==> config.mk <==
export PLATFORM = sky130hd
export DESIGN_NAME = ibc_master
export DESIGN_NICKNAME = d
export VERILOG_FILES = /design/src/ibc_pkg.sv /design/src/ibc_master.sv
export SDC_FILE = /design/constraint.sdc
export NUM_CORES = 1
export LEC_CHECK = 0
export ABC_AREA = 1
export BUFFER_PORTS_ARGS = -buffer_cell sky130_fd_sc_hd__buf_2
export CAP_MARGIN = 20
export CORE_AREA = 2 2 98 100
export CTS_BUF_LIST = sky130_fd_sc_hd__clkbuf_4
export CTS_CLUSTER_SIZE = 25
export DETAILED_ROUTE_END_ITERATION = 8
export DIE_AREA = 0 0 100 102
export PLACE_DENSITY = 0.89
export SYNTH_ARGS = -nofsm -noshare
export SYNTH_HDL_FRONTEND = slang
export SYNTH_SLANG_ARGS = --single-unit
==> constraint.sdc <==
create_clock -name pclk -period 2.8 [get_ports pclk]
set_input_delay 0.14 -clock pclk [delete_from_list [all_inputs] [get_ports pclk]]
set_output_delay 0.14 -clock pclk [all_outputs]
set_load 0.01 [all_outputs]
==> src/ibc_pkg.sv <==
// Package with register map, field positions and constants of the bus collision master.
package ibc_pkg;
   localparam logic [7:0] ADDR_CTRL   = 8'h00;
   localparam logic [7:0] ADDR_STATUS = 8'h04;
   localparam logic [7:0] ADDR_BUF    = 8'h08;
   localparam logic [7:0] ADDR_RELOAD = 8'h0c;
   localparam logic [7:0] ADDR_IRQ_ST = 8'h10;
   localparam logic [7:0] ADDR_IRQ_CL = 8'h14;
   localparam logic [7:0] ADDR_IRQ_EN = 8'h18;
   // Sequence control register bits.
   localparam int CTL_START   = 0;
   localparam int CTL_RESTART = 1;
   localparam int CTL_STOP    = 2;
   localparam int CTL_ACK     = 4;
   localparam int CTL_ACKDT   = 5;
   localparam int CTL_ENABLE  = 7;
   // Status bits.
   localparam int ST_BF    = 0;
   localparam int ST_START = 3;
   localparam int ST_STOP  = 4;
   localparam int ST_IDLE  = 5;
   // Interrupt bits: collision and port event.
   localparam int IRQ_COLL  = 0;
   localparam int IRQ_EVENT = 1;
   localparam logic [6:0] RELOAD_RST = 7'h04;
   localparam logic [7:0] CTRL_RST   = 8'h00;
endpackage

==> src/ibc_master.sv <==
// Bus collision aware serial master port with APB registers.
module ibc_master
(
   input  wire logic        pclk,
   input  wire logic        presetn,
   input  wire logic        psel,
   input  wire logic        penable,
   input  wire logic        pwrite,
   input  wire logic [7:0]  paddr,
   input  wire logic [31:0] pwdata,
   output logic [31:0]      prdata,
   output logic             pready,
   output logic             pslverr,
   input  wire logic        sda_i,
   output logic             sda_o,
   output logic             sda_oe,
   input  wire logic        scl_i,
   output logic             scl_o,
   output logic             scl_oe,
   output logic             irq
);
   typedef enum logic [10:0] {
      S_IDLE  = 11'h001,
      S_ST1   = 11'h002,
      S_ST2   = 11'h004,
      S_RS1   = 11'h008,
      S_RS2   = 11'h010,
      S_RS3   = 11'h020,
      S_SP1   = 11'h040,
      S_SP2   = 11'h080,
      S_SP3   = 11'h100,
      S_BIT   = 11'h200,
      S_ACK   = 11'h400
   } ibc_state_t;

   typedef struct packed {
      ibc_state_t  st;
      logic [6:0]  cnt;
      logic        cnt_run;
      logic [2:0]  sda_s;
      logic [2:0]  scl_s;
      logic        sda_f;
      logic        scl_f;
      logic        sda_lo;
      logic        scl_lo;
      logic [7:0]  ctrl;
      logic [6:0]  reload;
      logic [7:0]  buf_q;
      logic [7:0]  shft;
      logic [3:0]  bitn;
      logic        phase;
      logic        bf;
      logic        sflag;
      logic        pflag;
      logic [1:0]  ist;
      logic [1:0]  ien;
      logic [31:0] rdata;
      logic        rdy;
      logic        irq;
   } ibc_regs_t;

   ibc_regs_t r, n;
   logic sda, scl, wr, rd, cnt_done, coll, ev_stop, ev_start;

   always_comb
   begin
      n = r;
      // Three stage sampling; a level changes once stages two and three agree.
      n.sda_s = {r.sda_s[1:0], sda_i};
      n.scl_s = {r.scl_s[1:0], scl_i};
      if (r.sda_s[1] == r.sda_s[2]) n.sda_f = r.sda_s[2];
      if (r.scl_s[1] == r.scl_s[2]) n.scl_f = r.scl_s[2];
      sda = r.sda_f;
      scl = r.scl_f;
      // Bus conditions seen from the filtered levels.
      ev_start = scl && r.sda_f && (r.sda_s[1] == r.sda_s[2]) && !r.sda_s[2];
      ev_stop  = scl && !r.sda_f && (r.sda_s[1] == r.sda_s[2]) && r.sda_s[2];
      wr = psel && penable && pwrite && !r.rdy;
      rd = psel && penable && !pwrite && !r.rdy;
      n.rdy = psel && penable && !r.rdy;
      cnt_done = r.cnt_run && (r.cnt == 7'h00);
      if (r.cnt_run && r.cnt != 7'h00) n.cnt = r.cnt - 7'h01;
      coll = 1'b0;
      // Counter loads take effect next cycle; a load in S_IDLE, S_RS1 or S_SP1 marks the count running.
      unique case (r.st)
         S_IDLE:
         begin
            n.cnt_run = 1'b0;
            n.sda_lo = 1'b0;
            n.scl_lo = r.scl_lo;
            if (r.ctrl[ibc_pkg::CTL_START])
            begin
               n.scl_lo = 1'b0;
               if (!sda || !scl) coll = 1'b1;
               else
               begin
                  n.cnt = r.reload;
                  n.cnt_run = 1'b1;
                  n.st = S_ST1;
               end
            end
            else if (r.ctrl[ibc_pkg::CTL_RESTART])
            begin
               n.scl_lo = 1'b1;
               n.cnt = r.reload;
               n.cnt_run = 1'b1;
               n.st = S_RS1;
            end
            else if (r.ctrl[ibc_pkg::CTL_STOP])
            begin
               n.sda_lo = 1'b1;
               n.scl_lo = 1'b1;
               n.cnt_run = 1'b0;
               n.st = S_SP1;
            end
            else if (r.ctrl[ibc_pkg::CTL_ACK])
            begin
               n.scl_lo = 1'b1;
               n.sda_lo = !r.ctrl[ibc_pkg::CTL_ACKDT];
               n.cnt = r.reload;
               n.cnt_run = 1'b1;
               n.phase = 1'b0;
               n.st = S_ACK;
            end
            else if (r.bf)
            begin
               n.shft = r.buf_q;
               n.bitn = 4'h0;
               n.phase = 1'b0;
               n.scl_lo = 1'b1;
               n.cnt = r.reload;
               n.cnt_run = 1'b1;
               n.st = S_BIT;
            end
         end
         S_ST1:
         begin
            if (!sda)
            begin
               n.sda_lo = 1'b1;
               n.cnt = r.reload;
               n.st = S_ST2;
            end
            else if (!scl) coll = 1'b1;
            else if (cnt_done)
            begin
               n.sda_lo = 1'b1;
               n.cnt = r.reload;
               n.st = S_ST2;
            end
         end
         S_ST2:
         begin
            if (cnt_done)
            begin
               n.scl_lo = 1'b1;
               n.cnt_run = 1'b0;
               n.ctrl[ibc_pkg::CTL_START] = 1'b0;
               n.st = S_IDLE;
            end
         end
         S_RS1:
         begin
            if (cnt_done)
            begin
               n.scl_lo = 1'b0;
               n.cnt_run = 1'b0;
            end
            if (!r.cnt_run && scl)
            begin
               if (!sda) coll = 1'b1;
               else
               begin
                  n.cnt = r.reload;
                  n.cnt_run = 1'b1;
                  n.st = S_RS2;
               end
            end
         end
         S_RS2:
         begin
            if (!scl && sda) coll = 1'b1;
            else if (cnt_done || !sda)
            begin
               n.sda_lo = 1'b1;
               n.cnt = r.reload;
               n.st = S_RS3;
            end
         end
         S_RS3:
         begin
            if (cnt_done)
            begin
               n.scl_lo = 1'b1;
               n.cnt_run = 1'b0;
               n.ctrl[ibc_pkg::CTL_RESTART] = 1'b0;
               n.st = S_IDLE;
            end
         end
         S_SP1:
         begin
            if (!sda && !r.cnt_run)
            begin
               n.scl_lo = 1'b0;
               n.cnt_run = 1'b1;
               n.cnt = r.reload;
            end
            if (r.cnt_run && !r.scl_lo && scl)
            begin
               n.cnt = r.reload;
               n.st = S_SP2;
            end
         end
         S_SP2:
         begin
            if (!scl) coll = 1'b1;
            else if (cnt_done)
            begin
               n.sda_lo = 1'b0;
               n.cnt = r.reload;
               n.st = S_SP3;
            end
         end
         S_SP3:
         begin
            if (cnt_done)
            begin
               if (!sda) coll = 1'b1;
               else
               begin
                  n.cnt_run = 1'b0;
                  n.ctrl[ibc_pkg::CTL_STOP] = 1'b0;
                  n.ist[ibc_pkg::IRQ_EVENT] = 1'b1;
                  n.st = S_IDLE;
               end
            end
         end
         S_BIT, S_ACK:
         begin
            // Phase 0 holds SCL low with data set, phase 1 releases SCL high.
            if (r.st == S_BIT && r.phase == 1'b0)
               n.sda_lo = (r.bitn < 4'h8) ? !r.shft[7] : 1'b0;
            if (r.phase && scl && !r.sda_lo && !sda
                && (r.st == S_ACK || r.bitn < 4'h8)) coll = 1'b1;
            else if (cnt_done)
            begin
               n.cnt = r.reload;
               n.phase = !r.phase;
               n.scl_lo = r.phase;
               if (r.phase && r.st == S_BIT)
               begin
                  n.shft = {r.shft[6:0], 1'b0};
                  n.bitn = r.bitn + 4'h1;
                  if (r.bitn == 4'h7) n.bf = 1'b0;
                  if (r.bitn == 4'h8)
                  begin
                     n.ist[ibc_pkg::IRQ_EVENT] = 1'b1;
                     n.cnt_run = 1'b0;
                     n.sda_lo = 1'b0;
                     n.st = S_IDLE;
                  end
               end
               else if (r.phase)
               begin
                  n.ctrl[ibc_pkg::CTL_ACK] = 1'b0;
                  n.cnt_run = 1'b0;
                  n.sda_lo = 1'b0;
                  n.st = S_IDLE;
               end
            end
         end
      endcase
      if (coll)
      begin
         n.ist[ibc_pkg::IRQ_COLL] = 1'b1;
         n.sda_lo = 1'b0;
         n.scl_lo = 1'b0;
         n.bf = 1'b0;
         n.cnt_run = 1'b0;
         n.ctrl[4:0] = 5'h00;
         n.st = S_IDLE;
      end
      // Bus watching continues in every state, collision or not.
      if (ev_start) n.sflag = 1'b1;
      if (ev_stop)
      begin
         n.pflag = 1'b1;
         n.sflag = 1'b0;
         n.ist[ibc_pkg::IRQ_EVENT] = 1'b1;
      end
      if (ev_start) n.pflag = 1'b0;
      if (!r.ctrl[ibc_pkg::CTL_ENABLE])
      begin
         n.sflag = 1'b0;
         n.pflag = 1'b0;
         n.st = S_IDLE;
         n.sda_lo = 1'b0;
         n.scl_lo = 1'b0;
         n.cnt_run = 1'b0;
      end
      if (wr)
      begin
         unique case (paddr)
            ibc_pkg::ADDR_CTRL:   n.ctrl = pwdata[7:0] | (n.ctrl & 8'h1f);
            ibc_pkg::ADDR_RELOAD: n.reload = pwdata[6:0];
            ibc_pkg::ADDR_IRQ_EN: n.ien = pwdata[1:0];
            // Set beats clear: only bits not being set this cycle are cleared.
            ibc_pkg::ADDR_IRQ_CL: n.ist = n.ist & ~(pwdata[1:0] & ~(n.ist & ~r.ist));
            ibc_pkg::ADDR_BUF:
            begin
               if (r.st == S_IDLE)
               begin
                  n.buf_q = pwdata[7:0];
                  n.bf = 1'b1;
               end
            end
            default: n.rdy = n.rdy;
         endcase
      end
      n.rdata = 32'h0000_0000;
      if (rd)
      begin
         unique case (paddr)
            ibc_pkg::ADDR_CTRL:   n.rdata = {24'h000000, r.ctrl};
            ibc_pkg::ADDR_RELOAD: n.rdata = {25'h0000000, r.reload};
            ibc_pkg::ADDR_BUF:    n.rdata = {24'h000000, r.buf_q};
            ibc_pkg::ADDR_IRQ_ST: n.rdata = {30'h00000000, r.ist};
            ibc_pkg::ADDR_IRQ_EN: n.rdata = {30'h00000000, r.ien};
            ibc_pkg::ADDR_STATUS: n.rdata = {26'h0000000, (r.st == S_IDLE), r.pflag,
                                             r.sflag, 2'h0, r.bf};
            default:              n.rdata = 32'h0000_0000;
         endcase
      end
      n.irq = |(n.ist & n.ien);
   end

   always_ff @(posedge pclk or negedge presetn)
   begin
      if (!presetn)
      begin
         r        <= '0;
         r.st     <= S_IDLE;
         r.sda_s  <= 3'h7;
         r.scl_s  <= 3'h7;
         r.sda_f  <= 1'b1;
         r.scl_f  <= 1'b1;
         r.ctrl   <= ibc_pkg::CTRL_RST;
         r.reload <= ibc_pkg::RELOAD_RST;
      end
      else
         r <= n;
   end

   assign prdata  = r.rdata;
   assign pready  = r.rdy;
   assign pslverr = 1'b0;
   assign sda_o   = 1'b0;
   assign scl_o   = 1'b0;
   assign sda_oe  = r.sda_lo;
   assign scl_oe  = r.scl_lo;
   assign irq     = r.irq;
endmodule

==> flow_summary.yaml <==
sta:
  max_slew_margin: 0.491
  setup_viol: 0
  skew_ps: 26.0
  min_period_over_period: 0.886
  setup-tns-final_ps: 0
  fmax_ghz: 0.403
  whs_ps: 31.7
  fin_crit_ps: 2480
  grt_setup_unrepaired: "false"
  worstMarginPinSlew_ps: 757
  slew_viol_final: 0
  hold_viol: 0
min_path:
  hold_class: "in -> reg"
  holdCritStartpoint: "pwdata[4]"
clocking:
  numCtsBuffers: 9
  clkTransAtPathRegs_ps: 150
  cts.sinks: 82
  cts_tree: "built"
  max-clock-path-buffers: 2
  cts_resized: 0
  worstSkewPairLatency_ps: 450
  post_cts_buffers: 0
  cts_max_level: 3
  cts.hold.buffers_added: 11
  cts_root_buffer: "clkbuf_4"
logic_synthesis:
  synthTopCellsByArea: "dfrtp_1 34%, nand2_1 13%, inv_1 6.7%, nor2_1 5.3%, buf_4 5.2%"
  synth_common_cells: "179 x nand2_1, 93 x inv_1, 74 x nor2_1"
  ys_async_sr_fraction: 1.00
  synth-seq-cells: 82
  synth_edf_count: 0
  seq_area_frac_synth: 0.394
  yosysMostFrequentCell: "nand2_1"
  syn_area_per_cell_um2: 7.24
  ys_types: 46
  synth_top_area_share: 0.344
  synth_ff_type: "dfrtp_1"
  synth_area_leader_cell: "dfrtp_1"
  post_synth_inst_count: 724
  ys.warnings.count: 0
  syn_area_mm2: 0.00524
cells_and_area:
  area_growth_pct: 7.66
  drive_above_1_share: 0.136
  nets: 819
  n_antenna_cell: 0
routing:
  ant_nets: 0
  wl_per_cell_um: 15.9
  viasPerCell: 5.72
  drc: 0
  routed_wl_um: 14100
  via_count: 5066
  initialDrtViolationCount: 393
  dr.pass1.iters: 5
critical_path:
  timing.rr.start: "r[89]"
  path_max_fanout: 10
  critPathKind: "reg -> reg"
  crit_start: "r[89]"
  startpoint_type: "flop"
  cp-end-kind: "flop"
  required_ps: 3130
  critPathArrivalTime_ps: 2810
global_route:
  grt.overflow.total: 0
  grt_pass1_wl_um: 23300
  antenna_found_initial: 0
  grt_pass1_vias: 4795
  grt_usage: 0.294
  grt_max_degree: 83
placed_design:
  dpl.hpwl_um: 10700
  gp_congestion: 0.979
  io_buffers: 34
die:
  core_mm2: 0.00911
  die_x_um: 100
  dieArea_mm2: 0.0102
  num_rows: 35
  io_pins: 86
  initial_core_util: 0.576
  dieHeight_um: 102
power:
  seqPwrFrac: 0.351
  powerDensity_mw_per_mm2: 746
  p_sw_mw: 1.99
  internal_power_mw: 2.22
  clock_power_share: 0.156
  leakagePower_nw: 2.94
  comb_power_share: 0.492
  swShare: 0.473
  vdd_drop_max_mv: 0.354
status:
  status: "finished clean"
run:
  max_cap_violations: 0
[cells by family after synthesis]
family | share of synthesized area
other | 0.000715
DFF | 0.394
buffers and inverters | 0.132
muxes | 0.00406
AOI/OAI and AO/OA | 0.142
xor gates and xnor gates | 0.0100
and+or+nand+nor | 0.309
adders and majority gates | 0.00907
[power by group through the flow]
stage | registers, mW | clock network [mW] | logic [mW]
final | 1.48 | 0.659 | 2.07
after global routing | 1.50 | 0.713 | 2.33
after CTS | 1.47 | 0.666 | 2.03
after detailed placement | 1.49 | 0 | 2.01
after global placement | 1.49 | 0 | 1.95
after floorplan | 1.45 | 0 | 1.56
[critical path: stages, from the launching register on]
cell and delay, ps:
dfrtp_1 440, inv_1 90, ha_1 160, inv_1 60
nor2_1 120, nand3_1 160, nor2_2 240, buf_4 220
o21ai_4 80, nor2_4 140, nor2_8 90, nand3_1 80
nand2_1 90, nor2_2 150, nand2_4 110, nand2_1 70
nand2_1 50
[stage by stage]
step           worst slack [ps]  std cells  power (mW)  area [um^2]  utilization
6_report                    319        885        4.21         5650        0.620
5_1_grt                    86.5        885        4.54         5650        0.620
4_1_cts                     347        884        4.16         5620        0.617
3_5_place_dp                394        857        3.50         5390        0.591
3_3_place_gp                452        857        3.44         5390        0.591
2_1_floorplan               730        750        3.01         5340            -
[cell type report]
cell class,instances,area [um^2]
Fill cell,842,3460
Sequential cell,82,2060
Inverter,100,378
Clock buffer,13,97.6
Timing Repair Buffer,52,355
Tap cell,111,139
Clock inverter,3,25.0
Multi-Input combinational cell,524,2590
[cells in the final DEF (no fill, tap or decap), types with 3 or more instances in the layout]
cell type / synthesis / routed
nand2_1: 179 / 179
inv_1: 93 / 93
nor2_1: 74 / 74
dfrtp_1: 72 / 72
o21ai_0: 52 / 52
nand3_1: 44 / 44
buf_2: 4 / 33
a21oi_1: 30 / 30
conb_1: 1 / 27
nor3_1: 17 / 17
nand4_1: 13 / 13
clkbuf_4: 0 / 13
o22ai_1: 11 / 11
dlygate4sd3_1: 0 / 11
dfstp_2: 10 / 10
o31ai_1: 7 / 7
buf_4: 36 / 7
nor2_2: 6 / 6
nand2_2: 6 / 6
inv_2: 6 / 6
xor2_1: 6 / 6
o21ai_1: 6 / 6
o211ai_1: 5 / 5
nand3_2: 4 / 4
nor2_4: 3 / 3
nor4_1: 3 / 3
nand3b_1: 3 / 3
a221oi_1: 3 / 3
ha_1: 3 / 3
[state kept, by name, summed over array words and instances, names as in the netlist]
register	flops
sda	1
scl	1
pready	1
r	64
scl_oe	1
prdata	8
sda_oe	1
n	4
irq	1
[routing by layer]
| layer | global-route usage | vias up | wire [um] |
|---|---|---|---|
| met3 | 0.0499 | 43 | 1030 |
| met2 | 0.500 | 257 | 6800 |
| met5 | 0 | - | 0 |
| met1 | 0.384 | 2378 | 5820 |
| met4 | 0.0991 | 0 | 403 |
| li1 | - | 2388 | - |
[worst paths after layout]
kind	end	cells past startpoint	slack [ps]
min in group asynchronous	r[87]	2	130
worst min register to register	n[83]	0	340
worst min-delay path	r[73]	3	30
max in group asynchronous	n[82]	3	1990
worst max-delay path	r[104]	16	320
worst max register to register	r[104]	16	320
No activity file was read; power rests on OpenSTA's default activity.
